File: src/pkg/sms_pkg.sv
package sms_pkg;

	// Regulator outputs under test
	localparam int NUM_SW  = 3;
	localparam int NUM_LDO = 1;

	// Register map (byte-wide registers, word index)
	localparam logic [3:0] ADDR_CTRL    = 4'h0;
	localparam logic [3:0] ADDR_STATUS  = 4'h1;
	localparam logic [3:0] ADDR_IRQ     = 4'h2;
	localparam logic [3:0] ADDR_MASK    = 4'h3;
	localparam logic [3:0] ADDR_SW_OV   = 4'h4;
	localparam logic [3:0] ADDR_LDO_OV  = 4'h5;
	localparam logic [3:0] ADDR_SW_UV   = 4'h6;
	localparam logic [3:0] ADDR_LDO_UV  = 4'h7;
	localparam logic [3:0] ADDR_UNLOCK  = 4'h8;

	// CTRL bits
	localparam int CTRL_RUN_BIT  = 0;
	localparam int CTRL_PROT_BIT = 1;
	// STATUS and IRQ bits
	localparam int ST_BGF_BIT    = 0;
	localparam int ST_BUSY_BIT   = 1;
	localparam int ST_PGF_BIT    = 2;
	localparam int ST_FAIL_BIT   = 3;
	localparam int IRQ_BGF_BIT   = 0;

	localparam logic [7:0] UNLOCK_KEY = 8'hA5;
	localparam logic [7:0] RESET_BYTE = 8'h00;

	// Timing at 50 MHz
	localparam int CLK_MHZ         = 50;
	localparam int BLANK_US        = 200;
	localparam int BLANK_CYC       = BLANK_US * CLK_MHZ;
	localparam int PHASE_CYC       = 16;
	localparam int CNT_W           = 14;

	typedef enum logic [2:0] {
		SMS_IDLE  = 3'b000,
		SMS_FORCE = 3'b001,
		SMS_CHECK = 3'b011,
		SMS_PG    = 3'b010,
		SMS_DONE  = 3'b110
	} sms_state_t;

endpackage : sms_pkg

File: src/logic/sms_toggle_chk.sv
`timescale 1ns/1ps
// Watches one comparator: passes once it is seen both high and low
module sms_toggle_chk
	import sms_pkg::*;
(
	// Clocking
	input  wire logic clk,
	input  wire logic resetn,
	input  wire logic ce,
	// Control
	input  wire logic start,
	input  wire logic sample,
	input  wire logic comp_in,
	// Result
	output logic      failed
);
	logic seen_hi_r;
	logic seen_lo_r;

	always_ff @(posedge clk or negedge resetn) begin
		if (!resetn) begin
			seen_hi_r <= 1'b0;
			seen_lo_r <= 1'b0;
		end else if (ce) begin
			if (start) begin
				seen_hi_r <= 1'b0;
				seen_lo_r <= 1'b0;
			end else if (sample) begin
				seen_hi_r <= seen_hi_r | comp_in;
				seen_lo_r <= seen_lo_r | ~comp_in;
			end
		end
	end

	assign failed = ~(seen_hi_r & seen_lo_r);

endmodule : sms_toggle_chk

File: src/logic/sms_top.sv
// Our own choices: the placing of the registers and the address-and-strobe port.
`timescale 1ns/1ps
// Functional notes
// - Reference mismatch 5-12 % is critical fault
// - Mismatch at power-up fails test, stays down
// - Running drift, bypass 0: shut power stages
// - Running drift, bypass 1: interrupt only
// - Fault flag sticky, raised when unmasked
// - Live status follows reference comparison
// - Test every OV and UV comparator
// - Test also checks power-good output
// - Non-toggling comparator sets its warning bit
// - Four flag groups, one bit per output
// - Each run overwrites all result flags
// - Protected results need unlock to clear
// - Power-up continues after test despite comparator failures
// - Writing request bit starts a test
// - Request bit self-clears when test ends
// - Protected mode needs unlock to start
// - Fault blanking at most 200 us
// - On-demand failures set result flags
module sms_top
	import sms_pkg::*;
(
	// Clocking
	input  wire logic                         clk,
	input  wire logic                         resetn,
	input  wire logic                         ce,
	// Register port
	input  wire logic [3:0]                   reg_addr,
	input  wire logic [7:0]                   reg_wdata,
	input  wire logic                         reg_wr,
	input  wire logic                         reg_rd,
	output logic      [7:0]                   reg_rdata,
	// Analog monitor interface
	input  wire logic                         ref_mismatch,
	input  wire logic                         bandgap_monitor_bypass,
	input  wire logic                         power_up_req,
	input  wire logic [sms_pkg::NUM_SW-1:0]   sw_ov_comp,
	input  wire logic [sms_pkg::NUM_SW-1:0]   sw_uv_comp,
	input  wire logic [sms_pkg::NUM_LDO-1:0]  ldo_ov_comp,
	input  wire logic [sms_pkg::NUM_LDO-1:0]  ldo_uv_comp,
	input  wire logic                         power_good_sense,
	// Control outputs
	output logic                              comp_test_force,
	output logic                              power_good_pin,
	output logic                              fault_blank,
	output logic                              power_stage_off,
	output logic                              power_up_ok,
	output logic                              irq_out
);
	import sms_pkg::*;

	localparam int NCMP = 2 * (NUM_SW + NUM_LDO);
	localparam logic [CNT_W-1:0] BLANK_MAX = CNT_W'(BLANK_CYC - 1);
	localparam logic [CNT_W-1:0] PHASE_MAX = CNT_W'(PHASE_CYC - 1);

	sms_state_t       state_r;
	logic [CNT_W-1:0] cnt_r;
	logic [CNT_W-1:0] blank_cnt_r;
	logic             run_r;
	logic             prot_r;
	logic             unlock_r;
	logic             irq_flag_r;
	logic             irq_mask_r;
	logic             stage_off_r;
	logic             pu_pending_r;
	logic             pu_test_r;
	logic             pu_done_r;
	logic             bg_fail_r;
	logic             pg_fail_r;
	logic             pg_seen_lo_r;
	logic [NUM_SW-1:0]  sw_ov_r;
	logic [NUM_SW-1:0]  sw_uv_r;
	logic [NUM_LDO-1:0] ldo_ov_r;
	logic [NUM_LDO-1:0] ldo_uv_r;
	logic [NCMP-1:0]    cmp_in;
	logic [NCMP-1:0]    cmp_fail;
	logic             test_start;
	logic             phase_end;
	logic             wr_ok;
	logic             run_req;
	logic [7:0]       ctrl_byte;
	logic [7:0]       status_byte;

	assign cmp_in = {ldo_uv_comp, sw_uv_comp, ldo_ov_comp, sw_ov_comp};

	// Each comparator gets its own toggle watcher
	for (genvar i = 0; i < NCMP; i++) begin : g_chk
		sms_toggle_chk u_chk (
			.clk     (clk),
			.resetn  (resetn),
			.ce      (ce),
			.start   (test_start),
			.sample  (state_r == SMS_FORCE || state_r == SMS_CHECK),
			.comp_in (cmp_in[i]),
			.failed  (cmp_fail[i])
		);
	end

	// Protected write: accepted only right after the unlock key
	assign wr_ok   = reg_wr && (!prot_r || unlock_r);
	assign run_req = wr_ok && reg_addr == ADDR_CTRL && reg_wdata[CTRL_RUN_BIT]
		&& !run_r && state_r == SMS_IDLE;
	assign test_start = (state_r == SMS_IDLE) && (run_req || (pu_pending_r && !pu_test_r));
	assign phase_end  = (cnt_r == PHASE_MAX);

	always_ff @(posedge clk or negedge resetn) begin
		if (!resetn) begin
			unlock_r <= 1'b0;
		end else if (ce) begin
			if (reg_wr)
				unlock_r <= (reg_addr == ADDR_UNLOCK) && (reg_wdata == UNLOCK_KEY);
		end
	end

	always_ff @(posedge clk or negedge resetn) begin
		if (!resetn) begin
			prot_r     <= 1'b0;
			irq_mask_r <= 1'b1;
		end else if (ce) begin
			if (reg_wr && reg_addr == ADDR_CTRL)
				prot_r <= prot_r | reg_wdata[CTRL_PROT_BIT];
			if (reg_wr && reg_addr == ADDR_MASK)
				irq_mask_r <= reg_wdata[IRQ_BGF_BIT];
		end
	end

	// Test sequencer
	always_ff @(posedge clk or negedge resetn) begin
		if (!resetn) begin
			state_r <= SMS_IDLE;
			cnt_r   <= '0;
		end else if (ce) begin
			case (state_r)
				SMS_IDLE: begin
					cnt_r <= '0;
					if (test_start)
						state_r <= SMS_FORCE;
				end
				SMS_FORCE: begin
					cnt_r <= phase_end ? '0 : cnt_r + 1'b1;
					if (phase_end)
						state_r <= SMS_CHECK;
				end
				SMS_CHECK: begin
					cnt_r <= phase_end ? '0 : cnt_r + 1'b1;
					if (phase_end)
						state_r <= SMS_PG;
				end
				SMS_PG: begin
					cnt_r <= phase_end ? '0 : cnt_r + 1'b1;
					if (phase_end)
						state_r <= SMS_DONE;
				end
				SMS_DONE: begin
					cnt_r   <= '0;
					state_r <= SMS_IDLE;
				end
				default: begin
					cnt_r   <= '0;
					state_r <= SMS_IDLE;
				end
			endcase
		end
	end

	// Stimulus toward the analog side; power-good is pulsed low then released
	assign comp_test_force = (state_r == SMS_FORCE);
	always_ff @(posedge clk or negedge resetn) begin
		if (!resetn) begin
			power_good_pin <= 1'b0;
			pg_seen_lo_r   <= 1'b0;
		end else if (ce) begin
			power_good_pin <= (state_r != SMS_PG) && pu_done_r && !stage_off_r;
			if (state_r == SMS_PG)
				pg_seen_lo_r <= pg_seen_lo_r | ~power_good_sense;
			else if (state_r == SMS_IDLE)
				pg_seen_lo_r <= 1'b0;
		end
	end

	always_ff @(posedge clk or negedge resetn) begin
		if (!resetn) begin
			run_r <= 1'b0;
		end else if (ce) begin
			if (run_req)
				run_r <= 1'b1;
			else if (state_r == SMS_DONE)
				run_r <= 1'b0;
		end
	end

	// Results: overwritten at test end, cleared only by permitted writes
	always_ff @(posedge clk or negedge resetn) begin
		if (!resetn) begin
			sw_ov_r   <= '0;
			ldo_ov_r  <= '0;
			sw_uv_r   <= '0;
			ldo_uv_r  <= '0;
			pg_fail_r <= 1'b0;
		end else if (ce) begin
			if (state_r == SMS_DONE) begin
				{ldo_uv_r, sw_uv_r, ldo_ov_r, sw_ov_r} <= cmp_fail;
				pg_fail_r <= ~pg_seen_lo_r;
			end else if (wr_ok) begin
				case (reg_addr)
					ADDR_SW_OV:  sw_ov_r  <= sw_ov_r & reg_wdata[NUM_SW-1:0];
					ADDR_LDO_OV: ldo_ov_r <= ldo_ov_r & reg_wdata[NUM_LDO-1:0];
					ADDR_SW_UV:  sw_uv_r  <= sw_uv_r & reg_wdata[NUM_SW-1:0];
					ADDR_LDO_UV: ldo_uv_r <= ldo_uv_r & reg_wdata[NUM_LDO-1:0];
					default:     pg_fail_r <= pg_fail_r;
				endcase
			end
		end
	end

	// Power-up handling
	always_ff @(posedge clk or negedge resetn) begin
		if (!resetn) begin
			pu_pending_r <= 1'b0;
			pu_test_r    <= 1'b0;
			pu_done_r    <= 1'b0;
			bg_fail_r    <= 1'b0;
		end else if (ce) begin
			if (power_up_req && !pu_pending_r && !pu_done_r && !bg_fail_r) begin
				pu_pending_r <= 1'b1;
				pu_test_r    <= 1'b0;
			end
			if (pu_pending_r && test_start)
				pu_test_r <= 1'b1;
			if (pu_pending_r && pu_test_r && ref_mismatch)
				bg_fail_r <= 1'b1;
			if (pu_pending_r && pu_test_r && state_r == SMS_DONE) begin
				pu_pending_r <= 1'b0;
				pu_done_r    <= !(bg_fail_r || ref_mismatch);
			end
		end
	end
	assign power_up_ok = pu_done_r && !stage_off_r;

	// Fault blanking window bounded by its own counter
	always_ff @(posedge clk or negedge resetn) begin
		if (!resetn) begin
			blank_cnt_r <= '0;
			fault_blank <= 1'b0;
		end else if (ce) begin
			if (test_start && !(pu_pending_r && !pu_test_r)) begin
				fault_blank <= 1'b1;
				blank_cnt_r <= '0;
			end else if (fault_blank) begin
				blank_cnt_r <= blank_cnt_r + 1'b1;
				if (state_r == SMS_IDLE || blank_cnt_r == BLANK_MAX)
					fault_blank <= 1'b0;
			end
		end
	end

	// Running reference drift response
	always_ff @(posedge clk or negedge resetn) begin
		if (!resetn) begin
			stage_off_r <= 1'b0;
			irq_flag_r  <= 1'b0;
		end else if (ce) begin
			if (pu_done_r && ref_mismatch && !bandgap_monitor_bypass)
				stage_off_r <= 1'b1;
			if (ref_mismatch)
				irq_flag_r <= 1'b1;
			else if (reg_wr && reg_addr == ADDR_IRQ && reg_wdata[IRQ_BGF_BIT])
				irq_flag_r <= 1'b0;
		end
	end
	assign power_stage_off = stage_off_r || bg_fail_r;
	assign irq_out = irq_flag_r && !irq_mask_r;

	// Readback bytes built from the named positions, so the map is kept in one place
	always_comb begin
		ctrl_byte                = RESET_BYTE;
		ctrl_byte[CTRL_RUN_BIT]  = run_r;
		ctrl_byte[CTRL_PROT_BIT] = prot_r;
		status_byte              = RESET_BYTE;
		status_byte[ST_BGF_BIT]  = ref_mismatch;
		status_byte[ST_BUSY_BIT] = (state_r != SMS_IDLE);
		status_byte[ST_PGF_BIT]  = pg_fail_r;
		status_byte[ST_FAIL_BIT] = bg_fail_r;
	end

	// Read port
	always_ff @(posedge clk or negedge resetn) begin
		if (!resetn) begin
			reg_rdata <= RESET_BYTE;
		end else if (ce) begin
			reg_rdata <= RESET_BYTE;
			if (reg_rd) begin
				case (reg_addr)
					ADDR_CTRL:   reg_rdata <= ctrl_byte;
					ADDR_STATUS: reg_rdata <= status_byte;
					ADDR_IRQ:    reg_rdata <= 8'(irq_flag_r);
					ADDR_MASK:   reg_rdata <= 8'(irq_mask_r);
					ADDR_SW_OV:  reg_rdata <= 8'(sw_ov_r);
					ADDR_LDO_OV: reg_rdata <= 8'(ldo_ov_r);
					ADDR_SW_UV:  reg_rdata <= 8'(sw_uv_r);
					ADDR_LDO_UV: reg_rdata <= 8'(ldo_uv_r);
					default:     reg_rdata <= RESET_BYTE;
				endcase
			end
		end
	end

	// Checks
	a_run_self_clear: assert property (@(posedge clk) disable iff (!resetn)
		ce && state_r == SMS_DONE |=> !run_r) else $error("request not cleared");
	a_blank_bounded: assert property (@(posedge clk) disable iff (!resetn)
		fault_blank |-> blank_cnt_r <= BLANK_MAX) else $error("blank too long");
	a_stage_shutdown: assert property (@(posedge clk) disable iff (!resetn)
		ce && pu_done_r && ref_mismatch && !bandgap_monitor_bypass |=> power_stage_off)
		else $error("no shutdown");
	a_bypass_irq: assert property (@(posedge clk) disable iff (!resetn)
		ce && ref_mismatch |=> irq_flag_r) else $error("flag not set");
	a_irq_masked: assert property (@(posedge clk) disable iff (!resetn)
		irq_mask_r |-> !irq_out) else $error("masked irq raised");
	a_busy_ignore: assert property (@(posedge clk) disable iff (!resetn)
		ce && state_r != SMS_IDLE && state_r != SMS_FORCE |=> state_r != SMS_FORCE)
		else $error("test restarted while busy");
	a_result_update: assert property (@(posedge clk) disable iff (!resetn)
		ce && state_r == SMS_DONE |=> sw_ov_r == $past(cmp_fail[NUM_SW-1:0]))
		else $error("results not stored");
	a_prot_reject: assert property (@(posedge clk) disable iff (!resetn)
		ce && reg_wr && prot_r && !unlock_r && state_r == SMS_IDLE |=> !run_r)
		else $error("unprotected start");
	a_pu_bg_down: assert property (@(posedge clk) disable iff (!resetn)
		bg_fail_r |-> !power_up_ok) else $error("powered despite mismatch");
	a_pg_pin_low: assert property (@(posedge clk) disable iff (!resetn)
		ce && state_r == SMS_PG |=> !power_good_pin)
		else $error("power good not pulsed");
	a_status_live: assert property (@(posedge clk) disable iff (!resetn)
		ce && reg_rd && reg_addr == ADDR_STATUS
		|=> reg_rdata[ST_BGF_BIT] == $past(ref_mismatch))
		else $error("status not live");
	a_blank_on_demand: assert property (@(posedge clk) disable iff (!resetn)
		ce && run_req && !pu_pending_r |=> fault_blank) else $error("no blanking");
	a_irq_sticky: assert property (@(posedge clk) disable iff (!resetn)
		ce && irq_flag_r && !(reg_wr && reg_addr == ADDR_IRQ && reg_wdata[IRQ_BGF_BIT])
		|=> irq_flag_r) else $error("flag lost");
	c_on_demand: cover property (@(posedge clk) run_req ##[1:60] state_r == SMS_DONE);
	c_power_up: cover property (@(posedge clk) $rose(pu_done_r));
	c_fail_flag: cover property (@(posedge clk) state_r == SMS_DONE && |cmp_fail);
	c_bypass_irq: cover property (@(posedge clk) irq_out && bandgap_monitor_bypass);
	c_pu_refused: cover property (@(posedge clk) $rose(bg_fail_r));

endmodule : sms_top

File: config.mk
export PLATFORM = sky130hd
export DESIGN_NAME = sms_top
export DESIGN_NICKNAME = d
export VERILOG_FILES = /design/src/pkg/sms_pkg.sv /design/src/logic/sms_toggle_chk.sv /design/src/logic/sms_top.sv
export SDC_FILE = /design/constraint.sdc
export NUM_CORES = 1
export LEC_CHECK = 0
export ABC_AREA = 0
export BUFFER_PORTS_ARGS = -buffer_cell sky130_fd_sc_hd__buf_2
export CAP_MARGIN = 5
export CORE_ASPECT_RATIO = 0.6
export CORE_MARGIN = 2
export CORE_UTILIZATION = 58
export CTS_CLUSTER_SIZE = 30
export DETAILED_ROUTE_END_ITERATION = 10
export MAX_ROUTING_LAYER = met4
export PLACE_DENSITY = 0.81
export SYNTH_ARGS = -nofsm -noshare
export SYNTH_HDL_FRONTEND = slang
export SYNTH_SLANG_ARGS = --single-unit
File: constraint.sdc
create_clock -name clk -period 2.3 [get_ports clk]
set_clock_uncertainty 0.1 [all_clocks]
set_input_delay 0.46 -clock clk [delete_from_list [all_inputs] [get_ports clk]]
set_output_delay 0.46 -clock clk [all_outputs]
set_load 0.005 [all_outputs]
---- Yosys cells after proc, flatten, opt, wreduce, memory -nomap -nowiden ----
Index checks and enable logic that the tools add are counted.
cells by class
  eq/ne operators ......................... 20
  multiplexer cells ....................... 68
  bitwise gates (word level) .............. 48
  add/subtract/negate cells ............... 2
  reductions and logical operators ........ 78
operator list
  cell                                                  number
  two-way mux 14 bit                                    4
  two-way mux 1 bit                                     51
  one-hot mux 4 bit (8 select lines)                    1
  two-way mux 3 bit                                     10
  adder 14 x 1 -> 14 bit, second input constant         2
  AND reduction 2 bit                                   14
  logical AND 1 bit                                     26
  nonzero test 2 bit                                    12
  inverter 1 bit                                        18
  bitwise OR 1 bit                                      18
  equality test 4 x 3 -> 1 bit, second input constant   4
  equality test 14 bit, second input constant           1
  equality test 14 x 4 -> 1 bit, second input constant  1
  one-hot mux 3 bit (4 select lines)                    1
  AND reduction 3 bit                                   4
  logical NOT 1 bit                                     11
  AND 1 bit                                             10
  equality test 4 x 2 -> 1 bit, second input constant   2
  equality test 8 bit, second input constant            1
  AND 3 bit                                             2
  equality test 3 x 2 -> 1 bit, second input constant   2
  logical OR 1 bit                                      6
  inequality test 2 bit, second input constant          3
  AND reduction 5 bit                                   1
  11 further kinds                                      11
word-level totals
  word-level logic and storage cells ...... 254
  bits of input ports ..................... 29
  bits in registers ....................... 77

---- Depth between registers and ports, before layout ----
Gate-level depths: netlist of the first run.
  depth after elaboration ................. 12
  depth in mapped cells ................... 8
  depth with buffers taken out ............ 6

---- Cells and area by module ----
From an unflattened synthesis of the first run, not the netlist that was laid out.
second synthesis, totals
  cells, all modules ...................... 384
  area, all modules ....................... 3823.7 um^2
by module, submodules not included
  module          cells an instance  instances  area each (um^2)
  sms_top         320                1          3113.0
  sms_toggle_chk  8                  8          88.8

---- Least setup slack after synthesis of the first run ----
No wires, ideal clock.
  path type ............................... register to register
  from .................................... reg cnt_r[9]
  to ...................................... reg state_r[2]
  cell stages (with the launch flop) ...... 7
  setup slack ............................. 0.318 ns
  library setup time ...................... 0.127 ns
  data required time ...................... 2.073 ns
  data arrival time ....................... 1.755 ns
  clock period less this slack ............ 1.982 ns
  path buffers ............................ 1
  cells stage by stage .................... dfrtp_1 or4_1 nor3_1 a311o_1 and2_1 buf_4 mux2_1
on the way
  cells in the longest elaborated chain, start to end .. 3
  elaborated cells on any way between the ends .. 5
RTL lines
  item                                                                                      RTL line        source
  from (decl)                                                                               sms_top.sv:59   logic [CNT_W-1:0] cnt_r;
  from (signal assigned)                                                                    sms_top.sv:142  cnt_r <= phase_end ? '0 : cnt_r + 1'b1;
  from (signal assigned)                                                                    sms_top.sv:147  cnt_r <= phase_end ? '0 : cnt_r + 1'b1;
  from (signal assigned)                                                                    sms_top.sv:152  cnt_r <= phase_end ? '0 : cnt_r + 1'b1;
  equality test 14 x 4 -> 1 bit (*)                                                         sms_top.sv:106  assign phase_end = (cnt_r == PHASE_MAX);
  inequality test 2 bit (no line) / inequality test 2 x 1 -> 1 bit (equally long branches)  --
  AND reduction 5 bit (no line) (*)                                                         --
  to (signal assigned)                                                                      sms_top.sv:132  state_r <= SMS_IDLE;
  to (signal assigned)                                                                      sms_top.sv:139  state_r <= SMS_FORCE;
  to (signal assigned)                                                                      sms_top.sv:144  state_r <= SMS_CHECK;
  to (decl)                                                                                 sms_top.sv:58   sms_state_t state_r;
Mark *: on every way between the ends. The rest lies on a longest branch, timed or not.
A chain may end at the register's enable or synchronous reset.

---- Final worst setup path of the first run ----
  from .................................... reg state_r[2]
  to ...................................... out comp_test_force
on the way
  cells in the longest elaborated chain, start to end .. 1
RTL lines
  item                          RTL line        source
  equality test 3 x 1 -> 1 bit  sms_top.sv:169  assign comp_test_force = (state_r == SMS_FORCE);
  to (decl)                     sms_top.sv:45   output logic comp_test_force,
Every way passes these cells.

==> summary.md, run 1 <==
| Metric | Value |
|---|---|
| Top-area cell type share of the netlist area | 48.5% |
| First drt pass iteration count | 5 |
| Clock root buffer | clkbuf_8 |
| Max Fanout on Critical Path | 12 |
| Die span in x | 107 um |
| Initial antenna violation count | 0 |
| Die Y | 66.0 um |
| CTS H-Tree Depth | 3 |
| Fin. Hold Viols | 0 |
| Yosys cell types | 56 |
| Share of flip-flops with an asynchronous set or reset | 100% |
| Mux contribution to synthesized area | 1.99% |
| Met3 usage | 8.67% |
| Post-synth top cells | 72 x dfrtp_1, 49 x nand2_1, 36 x o21ai_0, 26 x nor2_1 |
| Xor/xnor share of the synthesized area | 2.12% |
| Post-Synth Simple-Gate Area | 22.3% |
| Cell taking the most area after synthesis | dfrtp_1 |
| Mapped Avg Cell Area | 9.50 um2 |
| DP Worst Slack | 0.0831 ns |
| Sequential cell area fraction in the yosys report | 49.2% |
| EDFF count, synth | 0 |
| Largest family of logic cells by synthesized area | simple AND/OR/NAND/NOR gates |
| Min-delay worst type | in2async |
| Peak Freq | 490 MHz |
| Mapped Cells | 391 |
| Final min period | 2.04 ns |
| Core Area | 6140 um2 |
| Kind of critical path | reg2out |
| Total CTS buffers | 9 |
| Filler Cells Inserted | 497 |
| Synth Flop Type | dfrtp_1 |
| CP Data Required Time | 1.74 ns |
| Post-DP HPWL | 6230 um |
| Status | finished, final reports clean |
| Setup tns final | 0 ns |
| Diode count | 0 |
| Layer with the highest usage | met1 |
| Crit path launch type | flip-flop |
| Leakage Power | 1.96 nW |
| Via density per instance | 5.92 |
| Ratio of cells with drive above 1 in the final layout | 20.1% |
| Maximum vdd ir drop | 0.000580 V |
| Clock Tree Buf Depth | 2 |
| Ranking of synthesized cells by area | dfrtp_1 49%, nand2_1 5.0%, o21ai_0 4.9%, a22o_1 3.3%, nor2_1 2.6% |
| Setup-failing EPs final | 0 |
| Adder-Cell Fraction of Synth Area | 0.674% |
| Max-Cap Viols | 0 |
| Worst flop-to-flop path endpoint | state_r[2] |
| GR met2 Demand/Resource | 35.2% |
| Crit path max-delay cell type | dfrtp_1 |
| Drc violations | 0 |
| Top-count cell post-synth | dfrtp_1 |
| Initial DRC count | 198 |
| Final nets | 469 |
| Yosys warning count | 0 |
| CTS tree | built |
| Total grt overflow | 0 |
| Met1 Track Usage GR | 40.5% |
| Final ANT Viol Nets | 0 |
| CTS Sinks | 73 |
| Rows | 22 |
| GP Congestion | 0.932 |
| GRT Total Usage | 26.8% |
| CP Capture Type | output port |
| Clock transition at the registers of the reported paths | 0.08 ns |
| Slew @ Worst Pin | 0.615 ns |
| Full die area | 7080 um2 |
| R2R depth | 5 |
| Clock Latency Late Sink | 0.36 ns |
| PnR worst setup slack | 0.260 ns |
| WL/cell | 16.3 um |
| Power per cell area | 910 nW/um2 |
| Reg2Reg Setup Slack | 0.28 ns |
| Global-route wire length before repair | 14000 um |
| Num ports | 43 |
| Worst rel slew slack | 59.0% |
| Area Overhead vs Synth | 14.0% |
| DR vias | 3115 |
| CP peak stage delay | 0.39 ns |
| Port Buffers | 38 |
| Crit-path cells | buf_4 -> or2_2 -> nor2_1 -> buf_2 |
| Largest net degree at the start of global routing | 32 |
| Starting Density | 60.5% |
| Fin crit share | 88.7% |
| Slew Viols, Final | 0 |
| Worst reg2reg path startpoint | cnt_r[9] |
| CP arrival | 1.48 ns |
| Routed WL | 8600 um |
| Cell Area, Synth | 3710 um2 |
| Number of global-route vias before repair | 2821 |
| Compound-Gate Fraction of Synth Area | 19.2% |
| Synthesized flop and latch total | 73 |
| RSZ-0062 raised after global routing | no |
## stage by stage
| step | utilization, % | hold WS [ns] | instance area (um2) | cells | total power, mW |
|---|---|---|---|---|---|
| 3_5_place_dp | 65.8 | 0.364 | 4040 | 511 | 2.86 |
| 6_report | 69.0 | 0.00235 | 4240 | 526 | 3.86 |
| 5_1_grt | 69.0 | 0.0348 | 4240 | 526 | 4.08 |
| 4_1_cts | 69.0 | 0.0162 | 4230 | 526 | 3.86 |
| 2_1_floorplan | - | 0.0644 | 3730 | 394 | 2.50 |
| 3_3_place_gp | 65.8 | 0.353 | 4040 | 511 | 2.80 |
## cells in the final DEF (no fill, tap or decap), drive strengths merged, types with 2 or more instances in the layout
master and instances:
a32o 2, and3 7, nor2b 9, and2b 2, and2 2, inv 13, nor4 8, xnor2 2
a31oi 3, and4 2, a31o 2, mux2 3, nor3 11, ha 2, xor2 7, mux2i 4
nor3b 3, or2 6, nand4 8, a21oi 19, a41o 2, buf 55, nand2b 3, nand3 17
nand2 49, conb 4, clkinv 3, o2bb2ai 8, clkbuf 9, nor4bb 2, a22o 14, dfrtp 72
a21o 9, nor2 26, a22oi 3, o21ai 36
## worst max-delay path: cells and delay by family, from the launching register on
kind / cells / cell delay [ns]
buffers and inverters: 2 / 0.31
and+or+nand+nor: 2 / 0.42
DFF: 1 / 0.39
## repair_timing
item	in CTS	in global routing
resized for setup	0	1
endpoints found under the setup margin	0	1
hold buffers	0	0
buffers inserted	0	0
## worst max-delay path by stage
| stage | start | endpoint | slack [ns] | cells after the start |
|---|---|---|---|---|
| after floorplan | cnt_r[9] | state_r[2] | 0.32 | 6 |
| after global placement | reg_addr[3] | blank_cnt_r[12] | 0.18 | 6 |
| after detailed placement | reg_addr[1] | blank_cnt_r[12] | 0.08 | 6 |
| after CTS | pu_test_r | blank_cnt_r[9] | 0.18 | 5 |
| after global routing | cnt_r[0] | cnt_r[0] | 0.16 | 7 |
| final | state_r[2] | comp_test_force | 0.26 | 4 |
## state kept, by name, summed over array words and instances, names as in the netlist, 3 cells and up
name                   cells
blank_cnt_r               14
cnt_r                     14
g_chk.u_chk.seen_hi_r      8
g_chk.u_chk.seen_lo_r      8
reg_rdata                  4
state_r                    3
sw_ov_r                    3
sw_uv_r                    3
## power by group
group          switching [mW]  total (mW)  internal [mW]
Combinational           0.546        1.00          0.454
Sequential              0.250        1.85           1.60
Clock                   0.507        1.01          0.500
Total                    1.30        3.86           2.55
## cell families after synthesis
group	count (synthesis)
AOI/OAI and AO/OA	105
other	1
and+or+nand+nor	160
adders and majority gates	2
xor gates and xnor gates	9
DFF	73
muxes	7
buffers and inverters	34
## routing by layer
metal  share of wire [%]  vias to the layer above
li1                    -                     1499
met1                  51                     1490
met2                  40                      118
met3                 7.7                        8
met4                0.73                        0
met5                   0                        -
## layout make-up
class	count	area [um2]	area share, %
Clock buffer	9	124	2.92
Clock inverter	6	68.8	1.62
Inverter	12	45.0	1.06
Multi-Input combinational cell	287	1740	41.0
Sequential cell	73	1830	43.1
Tap cell	84	105	2.48
Timing Repair Buffer	55	330	7.80
Power figures use the tool's default switching activity.
==> run 2, diff against run 1 <==
==> constraint.sdc (replaced) <==
create_clock -name clk -period 2.1 [get_ports clk]
set_clock_uncertainty 0.1 [all_clocks]
set_input_delay 0.42 -clock clk [delete_from_list [all_inputs] [get_ports clk]]
set_output_delay 0.42 -clock clk [all_outputs]
set_load 0.005 [all_outputs]
==> summary.md, run 2 (synthesis gave the netlist of run 1 again) <==
| Metric | Value |
|---|---|
| Final nets | 480 |
| Worst Path Buf+Inv | 2 |
| Switching power total | 1.45 mW |
| Final ANT Viol Nets | 0 |
| Top Registers | blank_cnt_r x14, cnt_r x14 |
| Global-route wire length before repair | 14200 um |
| Starting Density | 60.5% |
| Final min period | 2.03 ns |
| Worst rel slew slack | 62.4% |
| GP Congestion | 0.867 |
| Setup-failing EPs final | 0 |
| Total grt overflow | 0 |
| DR vias | 3210 |
| Crit path max-delay cell type | dfrtp_1 |
| GRT Total Usage | 26.9% |
| Crit-path cells | buf_4 -> or2_2 -> nor2_1 -> buf_2 |
| Post-DP HPWL | 6370 um |
| Die span in x | 107 um |
| CP Data Required Time | 1.58 ns |
| RSZ-0062 raised after global routing | no |
| Leakage Power | 2.03 nW |
| CTS tree | built |
| Rows | 22 |
| CP arrival | 1.51 ns |
| Commonest non-fill, non-tap cell in the layout | dfrtp_1 |
| Reg power frac | 46.9% |
| Slew @ Worst Pin | 0.562 ns |
| Crit path launch type | flip-flop |
| Most frequent cells in the layout | 72 x dfrtp_1, 49 x nand2_1, 38 x buf_2 |
| CTS Sinks | 73 |
| CP peak stage delay | 0.40 ns |
| Peak Freq | 492 MHz |
| Fin crit share | 96.9% |
| Clock share of power | 26.7% |
| CP Capture Type | output port |
| Full die area | 7080 um2 |
| Clock Latency Late Sink | 0.35 ns |
| Tot Pwr | 4.34 mW |
| Setup tns final | 0 ns |
| Power per cell area | 993 nW/um2 |
| Status | finished, final reports clean |
| Slew Viols, Final | 0 |
| CTS H-Tree Depth | 3 |
| Die Y | 66.0 um |
| Ratio of cells with drive above 1 in the final layout | 22.9% |
| Via density per instance | 5.97 |
| WL/cell | 16.2 um |
| Area Overhead vs Synth | 17.5% |
| Diode count | 0 |
| Initial DRC count | 236 |
| Core Area | 6140 um2 |
| Num ports | 43 |
| Clock Tree Buf Depth | 2 |
| Maximum vdd ir drop | 0.000553 V |
| Total CTS buffers | 9 |
| Number of global-route vias before repair | 2901 |
| Drc violations | 0 |
| Port Buffers | 38 |
| CP delay by family, top | simple AND/OR/NAND/NOR gates |
| Kind of critical path | reg2out |
| Pint | 2.88 mW |
| Largest net degree at the start of global routing | 53 |
| Min-delay worst type | in2reg |
| Fin. Hold Viols | 0 |
| Max-Cap Viols | 0 |
| Sw Ratio | 33.5% |
| Logic gate share of total power | 26.4% |
| Max Fanout on Critical Path | 12 |
| Clock transition at the registers of the reported paths | 0.08 ns |
| First drt pass iteration count | 4 |
| Clock root buffer | clkbuf_8 |
| Initial antenna violation count | 0 |
| Routed WL | 8700 um |
run 2: changes by cell type in the layout (fill, tap and decap cells not counted), sizes merged:
cell         delta
buf            +10
clkbuf          +1
clkinv          -1
dlygate4sd3     +1
inv             +1
run 2: worst paths after layout:
check / start / endpoint / slack [ns] / cells past startpoint
min: sw_ov_comp[2] / g_chk[2].u_chk.seen_lo_r / 0.16 / 2
max in group asynchronous: resetn / irq_mask_r / 0.96 / 3
max reg2reg: cnt_r[9] / state_r[2] / 0.08 / 5
max: state_r[2] / comp_test_force / 0.07 / 4
min reg2reg: pg_seen_lo_r / pg_fail_r / 0.37 / 1
min in group asynchronous: resetn / cnt_r[0] / 0.34 / 2
run 2: area by class of cell:
type                       count  area [um2]
clock inverter                 6        72.6
inverter                      12        45.0
fill                         481        1770
sequential                    73        1830
clock buffer                  10         138
multi-input combinational    287        1750
tap                           84         105
timing repair buffer          66         428
run 2: per-layer routing:
layer | GRT usage (%) | vias to the layer above | share of wire [%]
met3 | 6.70 | 12 | 8.0
met1 | 40.2 | 1538 | 48
met5 | - | - | 0
met4 | 7.31 | 0 | 1.2
met2 | 36.2 | 135 | 42
li1 | - | 1525 | -
run 2: timing repair:
action                     4_1_cts  5_1_grt
setup endpoints to repair        0       12
hold endpoints to repair         7        0
hold buffers                     1        0
resized for setup                0        5
buffers inserted                 0        1
run 2: worst register-to-register path, delay by kind of cell (launching register included):
family / cells / cell delay (ns)
AND/OR/NAND/NOR: 3 / 0.84
flip-flops: 1 / 0.43
multiplexers: 1 / 0.31
AO/OA/AOI/OAI: 1 / 0.22
run 2: per-stage QoR:
step / instances / instance area, um2 / hold WS [ns] / setup slack (ns) / utilization, %
after floorplan: 394 / 3730 / 0.0244 / 0.118 / -
after detailed placement: 520 / 4120 / 0.189 / 0.00940 / 67.1
after CTS: 537 / 4340 / 0.155 / 0.0249 / 70.7
final: 538 / 4370 / 0.160 / 0.0659 / 71.1
after global routing: 538 / 4370 / 0.174 / 0.0102 / 71.1
after global placement: 520 / 4120 / 0.189 / 0.0707 / 67.1
run 2: power by group through the flow:
stage	sequential, mW	combinational [mW]	clock, mW
after floorplan	1.96	0.784	0
after global placement	2.03	1.08	0
after detailed placement	2.05	1.13	0
after CTS	2.03	1.14	1.17
after global routing	2.08	1.28	1.22
final	2.04	1.15	1.16
==> run 3, diff against run 2 <==
--- a/config.mk
+++ b/config.mk
@@ -15,6 +15,7 @@
 export DETAILED_ROUTE_END_ITERATION = 10
 export MAX_ROUTING_LAYER = met4
 export PLACE_DENSITY = 0.81
+export SETUP_SLACK_MARGIN = 0.3
 export SYNTH_ARGS = -nofsm -noshare
 export SYNTH_HDL_FRONTEND = slang
 export SYNTH_SLANG_ARGS = --single-unit
==> summary.md, run 3 (synthesis gave the netlist of run 1 again) <==
| Metric | Value |
|---|---|
| Status | finished, final reports clean |
| Initial DRC count | 230 |
| DR WL met3 | 663 um |
| Met1 Wirelength | 4540 um |
| First drt pass iteration count | 5 |
| Rows | 22 |
| Logic gate share of total power | 31.1% |
| Clock transition at the registers of the reported paths | 0.08 ns |
| Global-route wire length before repair | 14900 um |
| Most frequent cells in the layout | 72 x dfrtp_1, 49 x nand2_1, 38 x buf_2 |
| Met2 wire length | 4150 um |
| Min-delay worst type | in2reg |
| Filler Cells Inserted | 428 |
| Top sig layer | met4 |
| Worst Setup SP | cnt_r[13] |
| Dpl cells | 518 |
| Kind of critical path | reg2reg |
| DR vias | 3259 |
| Reg power frac | 44.3% |
| Num ports | 43 |
| Final min period | 1.93 ns |
| Worst flop-to-flop path endpoint | state_r[2] |
| Clock root buffer | clkbuf_8 |
| Final nets | 488 |
| Pint | 3.02 mW |
| Switching power total | 1.55 mW |
| CP delay by family, top | simple AND/OR/NAND/NOR gates |
| Ratio of cells with drive above 1 in the final layout | 29.2% |
| Full die area | 7080 um2 |
| CP Data Required Time | 2.24 ns |
| CP Capture Type | flip-flop |
| Maximum vdd ir drop | 0.000665 V |
| CP peak stage delay | 0.52 ns |
| Setup-failing EPs final | 0 |
| Worst setup path endpoint | state_r[2] |
| Initial antenna violation count | 0 |
| Max-Cap Viols | 0 |
| Peak Freq | 518 MHz |
| Final ANT Viol Nets | 0 |
| Max Fanout on Critical Path | 2 |
| Hold Slack | 0.167 ns |
| Diode count | 0 |
| Number of global-route vias before repair | 3066 |
| R2R depth | 5 |
| Routed WL | 9470 um |
| Crit-path cells | or4_4 -> nor3_2 -> a311o_1 -> and2_4 -> mux2_4 |
| Die span in x | 107 um |
| Crit path launch type | flip-flop |
| Leakage Power | 2.10 nW |
| WL/cell | 17.3 um |
| Largest net degree at the start of global routing | 22 |
| Total CTS buffers | 9 |
| RSZ-0062 raised after global routing | yes |
| Clock Latency Late Sink | 0.35 ns |
| GP Congestion | 1.01 |
| Fin crit share | 92.0% |
| GRT Total Usage | 28.6% |
| Die Y | 66.0 um |
| Top Registers | blank_cnt_r x14, cnt_r x14 |
| Starting Density | 60.5% |
| Sw Ratio | 33.9% |
| Worst path depth | 5 |
| Post-DP HPWL | 6540 um |
| Via density per instance | 5.97 |
| Worst rel slew slack | 66.1% |
| CTS tree | built |
| Worst reg2reg path startpoint | cnt_r[13] |
| Clock Tree Buf Depth | 2 |
| Power per cell area | 991 nW/um2 |
| CTS H-Tree Depth | 3 |
| Port Buffers | 38 |
| Clock share of power | 24.6% |
| Fin. Hold Viols | 0 |
| Setup tns final | 0 ns |
| CP arrival | 2.07 ns |
| Slew @ Worst Pin | 0.509 ns |
| Commonest non-fill, non-tap cell in the layout | dfrtp_1 |
| Reg2Reg Setup Slack | 0.17 ns |
| Final Non-Filler Cells | 546 |
| Drc violations | 0 |
| Core Area | 6140 um2 |
| Area Overhead vs Synth | 24.1% |
| Worst Path Buf+Inv | 0 |
| CTS Sinks | 73 |
| Slew Viols, Final | 0 |
| Total grt overflow | 0 |
| Crit path max-delay cell type | or4_4 |
-- run 3: repair_timing --
action                                  in CTS  in global routing
cloned                                       0                  1
hold buffers                                 1                  0
endpoints found under the hold margin       18                  0
endpoints found under the setup margin      36                 42
resized for setup                           17                 29
buffers inserted                             6                  4
pin swaps                                    7                  8
-- run 3: layer usage --
layer / GRT usage (%) / vias to the layer above
met3: 8.28 / 13
met2: 39.4 / 126
met1: 40.0 / 1584
li1: - / 1536
met5: - / -
met4: 11.0 / 0
-- run 3: stage by stage --
step	setup slack [ns]	power, mW	area (um2)	util [%]
after global placement	0.0240	3.14	4130	67.3
after CTS	0.192	4.47	4450	72.5
after floorplan	0.128	2.76	3740	-
after global routing	0.124	4.82	4610	75.1
after detailed placement	-0.00279	3.22	4130	67.3
final	0.168	4.57	4610	75.1
-- run 3: power groups by stage --
stage / sequential, mW / clock (mW) / combinational, mW
2_1_floorplan: 1.96 / 0 / 0.803
3_3_place_gp: 2.01 / 0 / 1.13
3_5_place_dp: 2.04 / 0 / 1.19
4_1_cts: 2.01 / 1.14 / 1.32
5_1_grt: 2.06 / 1.20 / 1.56
6_report: 2.02 / 1.12 / 1.42
-- run 3: final cells by class --
| class | instances | area (um2) | share of cell area [%] |
|---|---|---|---|
| clock buffer | 10 | 138 | 2.99 |
| clock inverter | 6 | 67.6 | 1.47 |
| inverter | 12 | 45.0 | 0.977 |
| multi-input combinational | 287 | 1870 | 40.5 |
| sequential | 73 | 1830 | 39.6 |
| tap | 84 | 105 | 2.28 |
| timing repair buffer | 74 | 558 | 12.1 |
-- run 3: how the worst min path moves through the flow --
stage	startpoint	to	cells after the start
3_5_place_dp	resetn	blank_cnt_r[0]	1
5_1_grt	sw_uv_comp[1]	g_chk[5].u_chk.seen_lo_r	2
3_3_place_gp	resetn	blank_cnt_r[0]	1
4_1_cts	sw_ov_comp[1]	g_chk[1].u_chk.seen_lo_r	2
2_1_floorplan	resetn	bg_fail_r	0
6_report	sw_uv_comp[1]	g_chk[5].u_chk.seen_lo_r	2
